===== src/hw/lndrs_pkg.sv =====
/*
 * Constants for the descriptor ring sequencer: control register indices and
 * bits, descriptor word and field positions, parameter block layout, reset
 * values and timing.
 * Assumes a 100 MHz system clock and 16-bit words in buffer RAM.
 */
package lndrs_pkg;

   // Clock and look-for-work idle delay
   localparam int CLK_PERIOD_NS = 10;
   localparam real LFW_WAIT_MS = 1.6;
   localparam int LFW_WAIT_CYC = int'(LFW_WAIT_MS * 1.0e6) / CLK_PERIOD_NS;
   localparam int WAIT_W = 18;

   // Control register indices on the host port
   localparam logic [1:0] CSR0_IDX = 2'h0;
   localparam logic [1:0] CSR1_IDX = 2'h1;
   localparam logic [1:0] CSR2_IDX = 2'h2;
   localparam logic [1:0] CSR3_IDX = 2'h3;

   // Control register 0 bit positions
   localparam int CSR0_INIT_BIT = 0;
   localparam int CSR0_RUN_BIT = 1;
   localparam int CSR0_HALT_BIT = 2;
   localparam int CSR0_TRANSMIT_DEMAND_BIT = 3;
   localparam int CSR0_RECEIVER_ON_BIT = 4;
   localparam int CSR0_TRANSMITTER_ON_BIT = 5;
   localparam int CSR0_IDONE_BIT = 6;
   localparam logic CSR0_HALT_RST = 1'b1;

   // Descriptor word indices (byte offset is twice the index)
   localparam logic [1:0] DW_ADDR_LO = 2'h0;
   localparam logic [1:0] DW_FLAGS = 2'h1;
   localparam logic [1:0] DW_SIZE = 2'h2;
   localparam logic [1:0] DW_STATUS = 2'h3;

   // Descriptor word 1 fields, size field width and distance field width
   localparam int W1_OWN_BIT = 15;
   localparam int W1_ERRSUM_BIT = 14;
   localparam int W1_STP_BIT = 9;
   localparam int W1_ENP_BIT = 8;
   localparam int SIZE_W = 12;
   localparam int TDR_W = 10;

   // Parameter block word indices and fields
   localparam logic [2:0] IB_MODE = 3'h0;
   localparam logic [2:0] IB_RX_LO = 3'h1;
   localparam logic [2:0] IB_RX_HI = 3'h2;
   localparam logic [2:0] IB_TX_LO = 3'h3;
   localparam logic [2:0] IB_TX_HI = 3'h4;
   localparam logic [2:0] IB_WORDS = 3'h5;
   localparam int IB_LEN_LSB = 13;
   localparam int MODE_DISABLE_RETRY_BIT = 5;
   localparam int MODE_PROMISCUOUS_BIT_BIT = 15;

   // Collision attempt limit
   localparam logic [4:0] MAX_ATTEMPTS = 5'h10;

endpackage : lndrs_pkg


===== src/hw/lndrs_top.sv =====
/*
 * Descriptor ring sequencer of a network controller: halt/initialise/start
 * switch, parameter block load, look-for-work loop, transmit descriptor
 * handling with status write-back, and receive ring polling.
 * Assumes a buffer RAM that answers each request with a one-cycle ack, and a
 * transmit datapath that reports collisions, carrier, underflow and buffer end.
 */
module lndrs_top
   import lndrs_pkg::*;
#(
   parameter int WAIT_CYC = LFW_WAIT_CYC
)
(
   input wire logic clk_sys_in,
   input wire logic rst_in,
   input wire logic csr_wr_in,
   input wire logic [1:0] csr_sel_in,
   input wire logic [15:0] csr_wdata_in,
   output logic [15:0] csr_rdata_out,
   output logic mem_req_out,
   output logic mem_we_out,
   output logic [23:0] mem_addr_out,
   output logic [15:0] mem_wdata_out,
   input wire logic mem_ack_in,
   input wire logic [15:0] mem_rdata_in,
   output logic tx_start_out,
   output logic tx_chain_out,
   output logic tx_retry_out,
   output logic tx_abort_out,
   output logic [23:0] tx_addr_out,
   output logic [11:0] tx_len_out,
   input wire logic collision_in,
   input wire logic slot_elapsed_in,
   input wire logic carrier_in,
   input wire logic silo_underflow_in,
   input wire logic buffer_sent_in,
   input wire logic rx_frame_in,
   input wire logic dest_station_match_in,
   input wire logic dest_broadcast_in,
   input wire logic dest_multicast_pass_in,
   input wire logic rx_release_in,
   output logic rx_enter_out
);

   typedef enum logic [3:0] {
      S_SWITCH, S_INIT_RD, S_LFW, S_RXPOLL, S_TXCHK, S_TXPOLL, S_TXRD0, S_TXRD2,
      S_TXRUN, S_PF1, S_PF0, S_PF2, S_WR3, S_WR1, S_GAP, S_WAIT
   } lndrs_state_e;

   typedef struct packed {
      lndrs_state_e st;
      logic init, run, halt, transmit_demand, receiver_on, transmitter_on, idone;
      logic [15:0] csr1;
      logic [7:0] csr2;
      logic [15:0] mode;
      logic [23:0] rx_base, tx_base;
      logic [2:0] rx_len, tx_len;
      logic [6:0] receive_ring_pointer, transmit_ring_pointer;
      logic rx_held;
      logic [2:0] iw;
      logic [15:0] cur_w0, cur_w1, cur_w2, nx_w0, nx_w1, nx_w2;
      logic nx_valid, pf_tried, chain, txing, did_tx, bdone;
      logic buf_err, unf, late, car, retries_exhausted;
      logic [TDR_W-1:0] tcnt, cable_fault_distance;
      logic [4:0] attempts;
      logic [WAIT_W-1:0] wait_cnt;
      logic mreq, mwe;
      logic [23:0] maddr;
      logic [15:0] mwdata;
      logic tx_start, tx_chain, tx_retry, tx_abort, rx_enter;
      logic [15:0] csr_rdata;
   } lndrs_state_s;

   lndrs_state_s s_r, s_nxt;
   logic err_any, err_sum;
   logic [15:0] w1_wb, w3_wb;

   // Byte address of a descriptor word in a ring
   function automatic logic [23:0] desc_addr(input logic [23:0] base,
                                             input logic [6:0] ptr,
                                             input logic [1:0] w);
      return base + 24'({ptr, 3'h0}) + 24'({w, 1'b0});
   endfunction

   // Next ring index, wrapping at two to the power of the length code
   function automatic logic [6:0] ring_next(input logic [6:0] ptr, input logic [2:0] lenc);
      logic [7:0] m;
      m = 8'(8'h01 << lenc) - 8'h01;
      return 7'(ptr + 7'h01) & m[6:0];
   endfunction

   // Status write-back words
   assign err_any = s_r.buf_err | s_r.unf | s_r.late | s_r.car | s_r.retries_exhausted;
   assign err_sum = s_r.late | s_r.car | s_r.unf | s_r.retries_exhausted;
   assign w3_wb = {s_r.buf_err, s_r.unf, 1'b0, s_r.late, s_r.car, s_r.retries_exhausted, s_r.cable_fault_distance};
   // Ownership cleared in the same word that carries the summary
   assign w1_wb = {1'b0, s_r.cur_w1[W1_ERRSUM_BIT] | err_sum, 1'b0,
                   s_r.attempts > 5'h01, s_r.attempts == 5'h01, s_r.cur_w1[10:0]};

   // Next-state logic for the whole sequencer
   always_comb
   begin
      s_nxt = s_r;
      s_nxt.tx_start = 1'b0;
      s_nxt.tx_chain = 1'b0;
      s_nxt.tx_retry = 1'b0;
      s_nxt.tx_abort = 1'b0;
      s_nxt.rx_enter = 1'b0;

      // Host read data
      case (csr_sel_in)
         CSR0_IDX: s_nxt.csr_rdata = {9'h000, s_r.idone, s_r.transmitter_on, s_r.receiver_on, s_r.transmit_demand,
                                    s_r.halt, s_r.run, s_r.init};
         CSR1_IDX: s_nxt.csr_rdata = s_r.csr1;
         CSR2_IDX: s_nxt.csr_rdata = {8'h00, s_r.csr2};
         default: s_nxt.csr_rdata = {1'b0, s_r.transmit_ring_pointer, 1'b0, s_r.receive_ring_pointer};
      endcase

      // Transmit event capture while a buffer is on the wire
      if (s_r.txing)
      begin
         s_nxt.tcnt = s_r.tcnt + 10'h001;
         if (buffer_sent_in)
            s_nxt.bdone = 1'b1;
      end
      if (s_r.txing && !err_any)
      begin
         if (collision_in && slot_elapsed_in)
            s_nxt.late = 1'b1;
         else if (collision_in)
         begin
            s_nxt.attempts = s_r.attempts + 5'h01;
            s_nxt.cable_fault_distance = s_r.tcnt;
            if (s_r.mode[MODE_DISABLE_RETRY_BIT] || s_nxt.attempts == MAX_ATTEMPTS)
               s_nxt.retries_exhausted = 1'b1;
            else
            begin
               s_nxt.tx_retry = 1'b1;
               s_nxt.tcnt = '0;
            end
         end
         if (!carrier_in)
            s_nxt.car = 1'b1;
         if (silo_underflow_in)
            s_nxt.unf = 1'b1;
      end

      // Receive side: release of the held descriptor and frame acceptance
      if (rx_release_in && s_r.rx_held)
      begin
         s_nxt.rx_held = 1'b0;
         s_nxt.receive_ring_pointer = ring_next(s_r.receive_ring_pointer, s_r.rx_len);
      end
      if (rx_frame_in && s_r.receiver_on && s_r.run && s_r.st != S_SWITCH && s_r.st != S_INIT_RD
          && (dest_station_match_in || dest_broadcast_in || dest_multicast_pass_in
              || s_r.mode[MODE_PROMISCUOUS_BIT_BIT]))
         s_nxt.rx_enter = 1'b1;

      // Sequencer
      case (s_r.st)
         S_SWITCH:
         begin
            if (!s_r.halt && s_r.init && !s_r.idone)
            begin
               s_nxt.st = S_INIT_RD;
               s_nxt.iw = '0;
               s_nxt.mreq = 1'b1;
               s_nxt.mwe = 1'b0;
               s_nxt.maddr = {s_r.csr2, s_r.csr1};
            end
            else if (!s_r.halt && s_r.run)
               s_nxt.st = S_LFW;
         end
         S_INIT_RD:
            if (mem_ack_in)
            begin
               case (s_r.iw)
                  IB_MODE: s_nxt.mode = mem_rdata_in;
                  IB_RX_LO: s_nxt.rx_base[15:0] = mem_rdata_in;
                  IB_RX_HI: {s_nxt.rx_len, s_nxt.rx_base[23:16]} =
                     {mem_rdata_in[15:IB_LEN_LSB], mem_rdata_in[7:0]};
                  IB_TX_LO: s_nxt.tx_base[15:0] = mem_rdata_in;
                  default: {s_nxt.tx_len, s_nxt.tx_base[23:16]} =
                     {mem_rdata_in[15:IB_LEN_LSB], mem_rdata_in[7:0]};
               endcase
               s_nxt.iw = s_r.iw + 3'h1;
               s_nxt.maddr = s_r.maddr + 24'h000002;
               if (s_nxt.iw == IB_WORDS)
               begin
                  s_nxt.mreq = 1'b0;
                  s_nxt.receive_ring_pointer = '0;
                  s_nxt.transmit_ring_pointer = '0;
                  s_nxt.rx_held = 1'b0;
                  s_nxt.idone = 1'b1;
                  s_nxt.st = S_SWITCH;
               end
            end
         S_LFW:
            if (s_r.receiver_on && !s_r.rx_held)
            begin
               s_nxt.st = S_RXPOLL;
               s_nxt.mreq = 1'b1;
               s_nxt.mwe = 1'b0;
               s_nxt.maddr = desc_addr(s_r.rx_base, s_r.receive_ring_pointer, DW_FLAGS);
            end
            else
               s_nxt.st = S_TXCHK;
         S_RXPOLL:
            if (mem_ack_in)
            begin
               s_nxt.mreq = 1'b0;
               s_nxt.rx_held = mem_rdata_in[W1_OWN_BIT];
               s_nxt.st = S_TXCHK;
            end
         S_TXCHK:
            if (s_r.transmitter_on)
            begin
               s_nxt.st = S_TXPOLL;
               s_nxt.mreq = 1'b1;
               s_nxt.mwe = 1'b0;
               s_nxt.maddr = desc_addr(s_r.tx_base, s_r.transmit_ring_pointer, DW_FLAGS);
            end
            else
               s_nxt.st = S_GAP;
         S_TXPOLL:
            if (mem_ack_in)
            begin
               s_nxt.cur_w1 = mem_rdata_in;
               s_nxt.mreq = 1'b0;
               s_nxt.st = S_GAP;
               if (mem_rdata_in[W1_OWN_BIT] && !mem_rdata_in[W1_STP_BIT])
               begin
                  // Invalid start: hand the descriptor back untouched
                  s_nxt.chain = 1'b0;
                  {s_nxt.buf_err, s_nxt.unf, s_nxt.late, s_nxt.car, s_nxt.retries_exhausted} = '0;
                  s_nxt.attempts = '0;
                  s_nxt.st = S_WR1;
                  s_nxt.mreq = 1'b1;
                  s_nxt.mwe = 1'b1;
                  s_nxt.mwdata = {1'b0, mem_rdata_in[14:0]};
               end
               else if (mem_rdata_in[W1_OWN_BIT])
               begin
                  s_nxt.st = S_TXRD0;
                  s_nxt.mreq = 1'b1;
                  s_nxt.maddr = desc_addr(s_r.tx_base, s_r.transmit_ring_pointer, DW_ADDR_LO);
               end
            end
         S_TXRD0:
            if (mem_ack_in)
            begin
               s_nxt.cur_w0 = mem_rdata_in;
               s_nxt.st = S_TXRD2;
               s_nxt.maddr = desc_addr(s_r.tx_base, s_r.transmit_ring_pointer, DW_SIZE);
            end
         S_TXRD2:
            if (mem_ack_in)
            begin
               s_nxt.cur_w2 = mem_rdata_in;
               s_nxt.mreq = 1'b0;
               s_nxt.tx_start = 1'b1;
               s_nxt.txing = 1'b1;
               {s_nxt.buf_err, s_nxt.unf, s_nxt.late, s_nxt.car, s_nxt.retries_exhausted} = '0;
               s_nxt.attempts = '0;
               s_nxt.tcnt = '0;
               s_nxt.cable_fault_distance = '0;
               s_nxt.bdone = 1'b0;
               s_nxt.nx_valid = 1'b0;
               s_nxt.pf_tried = 1'b0;
               s_nxt.st = S_TXRUN;
            end
         S_TXRUN:
            if (err_any)
            begin
               s_nxt.st = S_WR3;
               s_nxt.chain = 1'b0;
               s_nxt.mreq = 1'b1;
               s_nxt.mwe = 1'b1;
               s_nxt.maddr = desc_addr(s_r.tx_base, s_r.transmit_ring_pointer, DW_STATUS);
               s_nxt.mwdata = w3_wb;
            end
            else if (s_r.bdone && (s_r.cur_w1[W1_ENP_BIT] || s_r.nx_valid))
            begin
               // Buffer done: release it, chaining when a next one is held
               s_nxt.chain = !s_r.cur_w1[W1_ENP_BIT];
               s_nxt.st = S_WR1;
               s_nxt.mreq = 1'b1;
               s_nxt.mwe = 1'b1;
               s_nxt.maddr = desc_addr(s_r.tx_base, s_r.transmit_ring_pointer, DW_FLAGS);
               s_nxt.mwdata = w1_wb;
            end
            else if (s_r.bdone && s_r.pf_tried)
            begin
               s_nxt.buf_err = 1'b1;
               s_nxt.unf = 1'b1;
            end
            else if (!s_r.cur_w1[W1_ENP_BIT] && !s_r.pf_tried)
            begin
               s_nxt.st = S_PF1;
               s_nxt.mreq = 1'b1;
               s_nxt.mwe = 1'b0;
               s_nxt.maddr = desc_addr(s_r.tx_base, ring_next(s_r.transmit_ring_pointer, s_r.tx_len), DW_FLAGS);
            end
         S_PF1:
            if (mem_ack_in)
            begin
               s_nxt.nx_w1 = mem_rdata_in;
               s_nxt.pf_tried = 1'b1;
               s_nxt.mreq = mem_rdata_in[W1_OWN_BIT];
               s_nxt.st = mem_rdata_in[W1_OWN_BIT] ? S_PF0 : S_TXRUN;
               s_nxt.maddr = desc_addr(s_r.tx_base, ring_next(s_r.transmit_ring_pointer, s_r.tx_len), DW_ADDR_LO);
            end
         S_PF0:
            if (mem_ack_in)
            begin
               s_nxt.nx_w0 = mem_rdata_in;
               s_nxt.st = S_PF2;
               s_nxt.maddr = desc_addr(s_r.tx_base, ring_next(s_r.transmit_ring_pointer, s_r.tx_len), DW_SIZE);
            end
         S_PF2:
            if (mem_ack_in)
            begin
               s_nxt.nx_w2 = mem_rdata_in;
               s_nxt.nx_valid = 1'b1;
               s_nxt.mreq = 1'b0;
               s_nxt.st = S_TXRUN;
            end
         S_WR3:
            if (mem_ack_in)
            begin
               s_nxt.st = S_WR1;
               s_nxt.maddr = desc_addr(s_r.tx_base, s_r.transmit_ring_pointer, DW_FLAGS);
               s_nxt.mwdata = w1_wb;
            end
         S_WR1:
            if (mem_ack_in)
            begin
               s_nxt.mreq = 1'b0;
               s_nxt.transmit_ring_pointer = ring_next(s_r.transmit_ring_pointer, s_r.tx_len);
               if (s_r.chain)
               begin
                  {s_nxt.cur_w0, s_nxt.cur_w1, s_nxt.cur_w2} =
                     {s_r.nx_w0, s_r.nx_w1, s_r.nx_w2};
                  s_nxt.nx_valid = 1'b0;
                  s_nxt.pf_tried = 1'b0;
                  s_nxt.bdone = 1'b0;
                  s_nxt.tx_chain = 1'b1;
                  s_nxt.st = S_TXRUN;
               end
               else
               begin
                  s_nxt.did_tx = s_r.txing;
                  s_nxt.txing = 1'b0;
                  s_nxt.st = S_GAP;
               end
            end
         S_GAP:
            if (s_r.did_tx || s_r.transmit_demand)
            begin
               s_nxt.did_tx = 1'b0;
               s_nxt.transmit_demand = 1'b0;
               s_nxt.st = S_LFW;
            end
            else
            begin
               s_nxt.wait_cnt = WAIT_W'(WAIT_CYC - 1);
               s_nxt.st = S_WAIT;
            end
         S_WAIT:
            if (s_r.wait_cnt == '0 || s_r.transmit_demand)
               s_nxt.st = S_LFW;
            else
               s_nxt.wait_cnt = s_r.wait_cnt - WAIT_W'(1);
         default: s_nxt.st = S_SWITCH;
      endcase

      // Datapath stop on the first error of a buffer
      s_nxt.tx_abort = s_r.txing && !err_any &&
                       (s_nxt.buf_err | s_nxt.unf | s_nxt.late | s_nxt.car | s_nxt.retries_exhausted);

      // Host writes to the control registers
      if (csr_wr_in && csr_sel_in == CSR0_IDX)
      begin
         s_nxt.receiver_on = csr_wdata_in[CSR0_RECEIVER_ON_BIT];
         s_nxt.transmitter_on = csr_wdata_in[CSR0_TRANSMITTER_ON_BIT];
         if (csr_wdata_in[CSR0_TRANSMIT_DEMAND_BIT])
            s_nxt.transmit_demand = 1'b1;
         if (csr_wdata_in[CSR0_HALT_BIT])
         begin
            s_nxt.halt = 1'b1;
            s_nxt.init = 1'b0;
            s_nxt.run = 1'b0;
            s_nxt.idone = 1'b0;
            s_nxt.txing = 1'b0;
            s_nxt.mreq = 1'b0;
            s_nxt.st = S_SWITCH;
         end
         else if (csr_wdata_in[CSR0_INIT_BIT] || csr_wdata_in[CSR0_RUN_BIT])
         begin
            s_nxt.halt = 1'b0;
            s_nxt.init = s_r.init | csr_wdata_in[CSR0_INIT_BIT];
            s_nxt.run = s_r.run | csr_wdata_in[CSR0_RUN_BIT];
         end
      end
      if (csr_wr_in && s_r.halt && csr_sel_in == CSR1_IDX)
         s_nxt.csr1 = csr_wdata_in;
      if (csr_wr_in && s_r.halt && csr_sel_in == CSR2_IDX)
         s_nxt.csr2 = csr_wdata_in[7:0];
   end

   // State register
   always_ff @(posedge clk_sys_in or posedge rst_in)
   begin
      if (rst_in)
      begin
         s_r <= '0;
         s_r.halt <= CSR0_HALT_RST;
      end
      else
         s_r <= s_nxt;
   end

   // Outputs
   assign csr_rdata_out = s_r.csr_rdata;
   assign mem_req_out = s_r.mreq;
   assign mem_we_out = s_r.mwe;
   assign mem_addr_out = s_r.maddr;
   assign mem_wdata_out = s_r.mwdata;
   assign tx_start_out = s_r.tx_start;
   assign tx_chain_out = s_r.tx_chain;
   assign tx_retry_out = s_r.tx_retry;
   assign tx_abort_out = s_r.tx_abort;
   assign tx_addr_out = {s_r.cur_w1[7:0], s_r.cur_w0};
   assign tx_len_out = s_r.cur_w2[SIZE_W-1:0];
   assign rx_enter_out = s_r.rx_enter;

   // Checks
   halt_clears_run_a: assert property (@(posedge clk_sys_in) disable iff (rst_in)
      csr_wr_in && csr_sel_in == CSR0_IDX && csr_wdata_in[CSR0_HALT_BIT]
      |=> s_r.halt && !s_r.init && !s_r.run && s_r.st == S_SWITCH)
      else $error("halt write did not stop the sequencer");
   txp_moves_a: assert property (@(posedge clk_sys_in) disable iff (rst_in)
      $changed(s_r.transmit_ring_pointer) |-> $past(s_r.st == S_WR1 && mem_ack_in) || s_r.transmit_ring_pointer == 7'h00)
      else $error("transmit pointer moved without a release write");
   err_summary_a: assert property (@(posedge clk_sys_in) disable iff (rst_in)
      s_r.st == S_WR1 && s_r.mwe && s_r.txing && err_sum |-> s_r.mwdata[W1_ERRSUM_BIT]
      && !s_r.mwdata[W1_OWN_BIT])
      else $error("release word lacks error summary");
   status_first_a: assert property (@(posedge clk_sys_in) disable iff (rst_in)
      $rose(s_r.st == S_WR1) && err_any |-> $past(s_r.st) == S_WR3)
      else $error("ownership released before status written");
   retry_limit_a: assert property (@(posedge clk_sys_in) disable iff (rst_in)
      $rose(s_r.retries_exhausted) |-> s_r.attempts == MAX_ATTEMPTS || s_r.mode[MODE_DISABLE_RETRY_BIT])
      else $error("retries exhausted at the wrong attempt");
   bufferr_underflow_a: assert property (@(posedge clk_sys_in) disable iff (rst_in)
      s_r.buf_err |-> s_r.unf)
      else $error("buffer error without underflow");
   idle_wait_a: assert property (@(posedge clk_sys_in) disable iff (rst_in)
      s_r.st == S_GAP && !s_r.did_tx && !s_r.transmit_demand
      && !(csr_wr_in && csr_sel_in == CSR0_IDX && csr_wdata_in[CSR0_HALT_BIT])
      |=> s_r.st == S_WAIT && s_r.wait_cnt == WAIT_W'(WAIT_CYC - 1))
      else $error("idle wait not started");
   init_ptrs_a: assert property (@(posedge clk_sys_in) disable iff (rst_in)
      $rose(s_r.idone) |-> s_r.receive_ring_pointer == 7'h00 && s_r.transmit_ring_pointer == 7'h00 && !s_r.rx_held)
      else $error("pointers not reset by initialisation");
   late_noretry_a: assert property (@(posedge clk_sys_in) disable iff (rst_in)
      s_r.txing && !err_any && collision_in && slot_elapsed_in
      |=> s_r.late && !s_r.tx_retry ##1 !s_r.tx_retry)
      else $error("late collision retried");

endmodule // lndrs_top

===== config.mk =====
export PLATFORM = sky130hd
export DESIGN_NAME = lndrs_top
export DESIGN_NICKNAME = d
export VERILOG_FILES = /design/src/hw/lndrs_pkg.sv /design/src/hw/lndrs_top.sv
export SDC_FILE = /design/constraint.sdc
export NUM_CORES = 1
export LEC_CHECK = 0
export ABC_AREA = 0
export BUFFER_PORTS_ARGS = -buffer_cell sky130_fd_sc_hd__buf_2
export CAP_MARGIN = 40
export CELL_PAD_IN_SITES_DETAIL_PLACEMENT = 0
export CELL_PAD_IN_SITES_GLOBAL_PLACEMENT = 2
export CORE_ASPECT_RATIO = 1.1
export CORE_MARGIN = 8
export CORE_UTILIZATION = 39
export DETAILED_ROUTE_END_ITERATION = 8
export GPL_TIMING_DRIVEN = 1
export PLACE_DENSITY = 0.92
export RECOVER_POWER = 50
export SYNTH_ARGS = -nofsm -noshare
export SYNTH_HDL_FRONTEND = slang
export SYNTH_SLANG_ARGS = --single-unit

===== constraint.sdc =====
create_clock -name clk_sys_in -period 10.39 [get_ports clk_sys_in]
set_clock_uncertainty 0.2 [all_clocks]
set_input_delay 1.039 -clock clk_sys_in [delete_from_list [all_inputs] [get_ports clk_sys_in]]
set_output_delay 1.039 -clock clk_sys_in [all_outputs]
set_load 0.005 [all_outputs]

# [Word level (Yosys, flattened, before mapping)]
# Cells that the tools add are included.
[word_totals] reg_bits=331 inputBits=48 word_cells=360
[classes] add_sub_neg=18 n_lt_le_gt_ge=1 eq_ne=48 n_shift=2 mux=142 n_bitwise=17 reduce_logical=80
[ops] operator="24-bit case mux with 10 select lines" count=1
[ops] operator="26-bit 2-to-1 mux" count=8
[ops] operator="24-bit 2-to-1 mux" count=6
[ops] operator="24-bit by 2-bit adder with 24-bit output (second input constant)" count=4
[ops] operator="48-bit 2-to-1 mux" count=2
[ops] operator="16-bit case mux with 3 select lines" count=2
[ops] operator="4-bit 2-to-1 mux" count=22
[ops] operator="42-bit 2-to-1 mux" count=2
[ops] operator="24-bit by 10-bit adder with 24-bit output" count=3
[ops] operator="24-bit by 3-bit adder with 24-bit output (second input constant)" count=3
[ops] operator="4-bit case mux with 15 select lines" count=1
[ops] operator="18-bit 2-to-1 mux" count=3
[ops] operator="16-bit 2-to-1 mux" count=3
[ops] operator="1-bit 2-to-1 mux" count=45
[ops] operator="2-bit != test (second input constant)" count=21
[ops] operator="40-bit 2-to-1 mux" count=1
[ops] operator="18-bit case mux with 2 select lines" count=1
[ops] operator="4-bit equality test (second input constant)" count=8
[ops] operator="16-bit case mux with 2 select lines" count=1
[ops] operator="31-bit 2-to-1 mux" count=1
[ops] operator="15-bit case mux with 2 select lines" count=1
[ops] operator="29-bit 2-to-1 mux" count=1
[ops] operator="12-bit case mux with 2 select lines" count=1
[ops] operator="4-bit AND reduction" count=6
[ops] operator="other kinds (59)" count=161

# [Logic depth before layout (Yosys ltp)]
[depth] ltp_word=16 depth_mapped=21 depth_no_buf=18

# [Least setup slack after synthesis]
# No wires, ideal clock.
[synth_timing] path_kind="register to register" from="reg s_r[231] in the netlist's numbering" to="reg s_r, in the netlist mem_addr_out[23]" t_arrival_ns=4.315 required_ns=10.064 path_slack_ns=5.749 path_stages_with_launch=17 n_path_buf=1 synth_period_minus_slack_ns=4.641 cell_sequence="dfrtp_1 or3_1 ha_1 clkbuf_1 xnor2_1 nor2_1 ha_1 a211oi_1 nor2_1 xor2_1 a32o_1 a32oi_1 or3_4 nor4_4 nand4_1 mux2i_1 o32a_1"
[synth_via] elab_chain_cells=10 word_cells_on_any_way=13
[synth_lines] element="start: declaration" line_no="lndrs_top.sv:74" text="lndrs_state_s s_r, s_nxt;"
[synth_lines] element="start signal: assignment" line_no="lndrs_top.sv:420" text="s_r <= s_nxt;"
[synth_lines] element="1-bit by 3-bit left shift with 7-bit output (*)" line_no="lndrs_top.sv:88" text="m = 8'(8'h01 << lenc) - 8'h01;"
[synth_lines] element="7-bit by 1-bit subtractor with 7-bit output (*)" line_no="lndrs_top.sv:88"
[synth_lines] element="7-bit bitwise AND (*)" line_no="lndrs_top.sv:89" text="return 7'(ptr + 7'h01) & m[6:0];"
[synth_lines] element="24-bit by 10-bit adder with 24-bit output (*)" line_no="lndrs_top.sv:82" text="return base + 24'({ptr, 3'h0}) + 24'({w, 1'b0});"
[synth_lines] element="24-bit by 2-bit adder with 24-bit output" line_no="lndrs_top.sv:82"
[synth_lines] element="26-bit 2-to-1 mux" line_no="lndrs_top.sv:297" text="else if (!s_r.cur_w1[W1_ENP_BIT] && !s_r.pf_tried)"
[synth_lines] element="26-bit 2-to-1 mux" line_no="lndrs_top.sv:292" text="else if (s_r.bdone && s_r.pf_tried)"
[synth_lines] element="26-bit 2-to-1 mux" line_no="lndrs_top.sv:282" text="else if (s_r.bdone && (s_r.cur_w1[W1_ENP_BIT] || s_r.nx_valid))"
[synth_lines] element="42-bit 2-to-1 mux" line_no="lndrs_top.sv:273" text="if (err_any)"
[synth_lines] element="24-bit case mux with 10 select lines (*)" line_no="lndrs_top.sv:160" text="case (s_r.st)"
# Mark *: on every way between the ends. The rest lies on a longest branch, timed or not. The select of a mux whose other input is x is not followed.
# A chain may end at the register's enable or synchronous reset.

==> results.txt <==
The tool flagged a number of max-cap violations equal to 2. The number of primary I/O pins is 147, and the relative area change from synthesis to final layout is 10.04%. Of the total synthesized cell area, the portion taken by XOR and XNOR cells is 8.170%. Layout cell share with drive strength beyond 1: 18.13%.

Share of flip-flops with an asynchronous set or reset: 100.0%. In this run the worst path has a maximum fanout of 178. The number of gates resized after CTS was 0.

The tools report the floorplan core area as 0.05116 sq mm. Walking the worst path, the cells encountered are buf_2 -> clkinvlp_2 -> clkbuf_2. The routed length per placed instance was 26.57 um; the initial antenna violation count was 3. The worst register-to-register path has a depth of 17. Multiplexer cells account for 8.711% of the synthesized area.

In the finished design, the share of the clock period the worst path needs comes to 52.40%. In this run the deepest clock path goes through 3 buffers. Die outline height: 254.2 um. The initial utilization of the core area, before any placement, comes to 39.30%.

The tools report the data arrival time of the worst path as 4.80 ns. Routability-driven placement finished with a final weighted congestion of 0.9785. The checks that failed: max-capacitance violations, max-slew violations. For the number of hold-slack violations in the final timing report, the log shows 0. VDD sags by at most 147.6 uV. The floorplan step defined a die boundary enclosing 0.05909 sq mm. The filler cells instantiated in the layout total 5086. The buffer type at the clock tree root was sky130_fd_sc_hd__clkbuf_16.

The clock insertion delay at the later pin of the skew report is 0.57 ns. After Yosys synthesis, and, or, nand and nor cells account for 18.54% of the synthesized area. For the pin with the worst max-slew slack, the measured transition is 4.622 ns. For this block, the initial DRC count from the detailed router was 1798.

The number of nets handed over by synthesis was 2327. The dominant combinational cell family by area after synthesis was simple AND/OR/NAND/NOR gates. Setup repair after global routing left no endpoint under its margin. The count of buffers inserted at the top-level ports is 146, and the first-pass GRT wire length is 115500 um.

The critical path is of the input port to asynchronous set/reset pin type. The cell area after synthesis is 0.02011 sq mm. Power spread over the standard cell area amounts to 285.7 mW/mm^2. Final hold analysis gives a worst-case slack of 0.2506 ns. The via-per-instance ratio is 6.151. In this design, the stage delay of the slowest critical-path cell is 3.24 ns. The final layout contains routed wiring with a total length of 78280 um. The total clock sinks was 306. Buffers inserted during clock tree synthesis total 36. The path class of the tightest hold or removal check is input port to asynchronous set/reset pin. The final critical delay including setup and external delays is 5.445 ns, and the number of hold-repair buffers added at the cts stage is 0.

The routed layout has 18120 vias. In the synthesized netlist the dominant register cell turns out to be sky130_fd_sc_hd__dfrtp_1. STA classifies the critical path endpoint as an asynchronous set/reset pin.

For this run, the top clock speed supported by timing is 183.7 MHz. For this run, the total global-route usage over all layers was measured as 25.75%. The largest individual stage delay along the critical path comes from the cell sky130_fd_sc_hd__clkbuf_2. The total number of H-tree levels was 2; the number of enable flip-flop cells after synthesis was 0. TritonCTS built the clock tree.

For the final number of max-transition violations, the log shows 218. Synthesis inferred 306 register bits. For this run, design rule violations remaining after detail routing come to 0.

The logs give 0.02099 sq mm for the area of placed instances and 0 for the final count of negative-setup-slack endpoints. A synthesized cell averages 8.989 sq um. The logs give 91 for the distinct cell type count of the synthesized netlist and 0 for the number of buffers inserted by post-CTS setup repair.

The critical path required time is 9.75 ns, and the adder and majority gate portion of the synthesized area is 2.688%. The x dimension of the die works out to 232.5 um. Sort of element at the start of the critical path: an input port.

The gate count of the mapped netlist is 2237, and the relative slew slack is -208.1%. For this design the static power due to leakage is 9.175 nW. The flow ran to the end, but the final reports show violations. The largest net degree at the start of global routing is 179, and the number of global-route vias before repair is 17860.

After clock tree synthesis, the clock-pin slew on the worst setup and hold paths is 0.06 ns. The compound-cell area share of the yosys netlist was 17.32%. For the final routed database, the setup TNS stands at 0 ns. The aggregate global routing overflow is 0. The proportion of synthesized chip area in sequential cells is 38.09%, and the number of search-and-repair iterations in the first detailed-routing pass is 9. The detail route stage leaves a number of antenna-violating nets equal to 0. Total number of placement rows: 87.

The register area is 0.007659 sq mm, and the warning count from the yosys run is 0. The estimated wirelength of the detail-placed design is 57840 um, and the final non-filler cell area is 0.02213 sq mm. In the final layout, the multi-input gates occupy 0.01121 sq mm. For this run, the post-layout net count is 2342.
## cells in the mapped netlist, types with 12 or more instances
cell | number | area, sq um
sky130_fd_sc_hd__nor4_1 | 20 | 125.1
sky130_fd_sc_hd__dfrtp_1 | 305 | 7632
sky130_fd_sc_hd__o21ai_0 | 81 | 405.4
sky130_fd_sc_hd__nor2_1 | 244 | 915.9
sky130_fd_sc_hd__ha_1 | 40 | 500.5
sky130_fd_sc_hd__buf_4 | 92 | 690.7
sky130_fd_sc_hd__inv_1 | 36 | 135.1
sky130_fd_sc_hd__mux2i_1 | 22 | 220.2
sky130_fd_sc_hd__a22oi_1 | 16 | 120.1
sky130_fd_sc_hd__o22ai_1 | 21 | 131.4
sky130_fd_sc_hd__a31oi_1 | 24 | 150.1
sky130_fd_sc_hd__nand2b_1 | 12 | 75.07
sky130_fd_sc_hd__xnor2_1 | 97 | 849.6
sky130_fd_sc_hd__xor2_1 | 85 | 744.5
sky130_fd_sc_hd__o21a_1 | 12 | 90.09
sky130_fd_sc_hd__a221oi_1 | 27 | 236.5
sky130_fd_sc_hd__buf_1 | 12 | 45.04
sky130_fd_sc_hd__o211ai_1 | 28 | 210.2
sky130_fd_sc_hd__nor2b_1 | 35 | 219.0
sky130_fd_sc_hd__nand3_1 | 77 | 385.4
sky130_fd_sc_hd__clkbuf_1 | 98 | 367.9
sky130_fd_sc_hd__mux2_2 | 122 | 1374
sky130_fd_sc_hd__buf_2 | 12 | 60.06
sky130_fd_sc_hd__a222oi_1 | 14 | 140.1
sky130_fd_sc_hd__nand2_1 | 186 | 698.2
sky130_fd_sc_hd__o221ai_1 | 14 | 122.6
sky130_fd_sc_hd__a21oi_1 | 187 | 935.9
sky130_fd_sc_hd__a211oi_1 | 18 | 135.1
sky130_fd_sc_hd__and3_1 | 26 | 162.7
sky130_fd_sc_hd__nor3_1 | 54 | 270.3
sky130_fd_sc_hd__or3_1 | 18 | 112.6
sky130_fd_sc_hd__nand4_1 | 32 | 200.2
## cell type report
type,count,share of cell area (%)
diodes,1,0.01131
clock buffers,45,4.411
clock inverters,19,0.8878
inverters,36,0.6163
multi-input cells,1680,50.66
flip-flops and latches,306,34.61
well taps,667,3.772
repair buffers,192,5.027
## flip-flops by register name, indices dropped and copies added (netlist names), 12 cells and up
| name | flops |
|---|---|
| tx_addr_out | 24 |
| tx_len_out | 12 |
| mem_wdata_out | 16 |
| csr_rdata_out | 16 |
| s_r | 207 |
| mem_addr_out | 24 |
## cells by family (layout without fill, tap and decap cells)
family,count (synthesis),count (layout)
flip-flops,306,306
AO/OA/AOI/OAI,531,531
XOR/XNOR,185,185
adder cells (fa/ha/maj),42,42
other,0,1
buffers and inverters,251,292
AND/OR/NAND/NOR,771,771
multiplexers,151,151
## stage by stage
stage	std cells	power [mW]	setup WS, ns	utilization, %
2_1_floorplan	2237	4.005	0.6933	-
3_3_place_gp	2867	4.924	5.245	40.71
3_5_place_dp	2880	4.986	5.170	41.02
4_1_cts	2944	6.297	5.103	43.31
5_1_grt	2945	6.647	4.029	43.25
6_report	2946	6.321	4.945	43.25
## power by group
group	internal (mW)	switching, mW	total [mW]
registers	1.66	0.549	2.21
logic	1.08	1.74	2.82
clock network	0.726	0.560	1.29
## placed cells by master (no fill, tap or decap), types with 27 or more instances in the layout
| cell | count |
|---|---|
| sky130_fd_sc_hd__nor2_1 | 244 |
| sky130_fd_sc_hd__xor2_1 | 85 |
| sky130_fd_sc_hd__inv_1 | 35 |
| sky130_fd_sc_hd__nand4_1 | 32 |
| sky130_fd_sc_hd__clkbuf_16 | 37 |
| sky130_fd_sc_hd__dfrtp_1 | 305 |
| sky130_fd_sc_hd__buf_4 | 31 |
| sky130_fd_sc_hd__nor2b_1 | 34 |
| sky130_fd_sc_hd__o211ai_1 | 28 |
| sky130_fd_sc_hd__nor3_1 | 48 |
| sky130_fd_sc_hd__ha_1 | 40 |
| sky130_fd_sc_hd__xnor2_1 | 97 |
| sky130_fd_sc_hd__buf_2 | 143 |
| sky130_fd_sc_hd__a21oi_1 | 185 |
| sky130_fd_sc_hd__nand2_1 | 186 |
| sky130_fd_sc_hd__a221oi_1 | 27 |
| sky130_fd_sc_hd__nand3_1 | 77 |
| sky130_fd_sc_hd__o21ai_0 | 79 |
| sky130_fd_sc_hd__mux2_2 | 122 |
## layer usage
layer	track usage, %	vias up	part of all wire (%)
li1	-	8048	-
met1	33.04	9024	41
met2	41.60	854	46
met3	4.360	195	7.1
met4	13.11	0	5.6
met5	0	-	0
## worst max-delay path, delay by kind of cell
family,cells,cell delay (ns)
buffers and inverters,3,3.61
## worst paths after layout
check	start	endpoint	slack, ns
max reg2reg	s_r[231]$_DFFE_PP0P_	mem_addr_out[23]$_DFFE_PP0P_	5.06
min	rst_in	s_r[71]$_DFFE_PP0P_	0.25
min reg2reg	mem_we_out$_DFFE_PP0P_	mem_we_out$_DFFE_PP0P_	0.29
min in group clk_sys_in	mem_we_out$_DFFE_PP0P_	mem_we_out$_DFFE_PP0P_	0.29
max	rst_in	s_r[256]$_DFFE_PP0P_	4.95
max in group clk_sys_in	s_r[231]$_DFFE_PP0P_	mem_addr_out[23]$_DFFE_PP0P_	5.06
(Power assumes the default switching activity.)
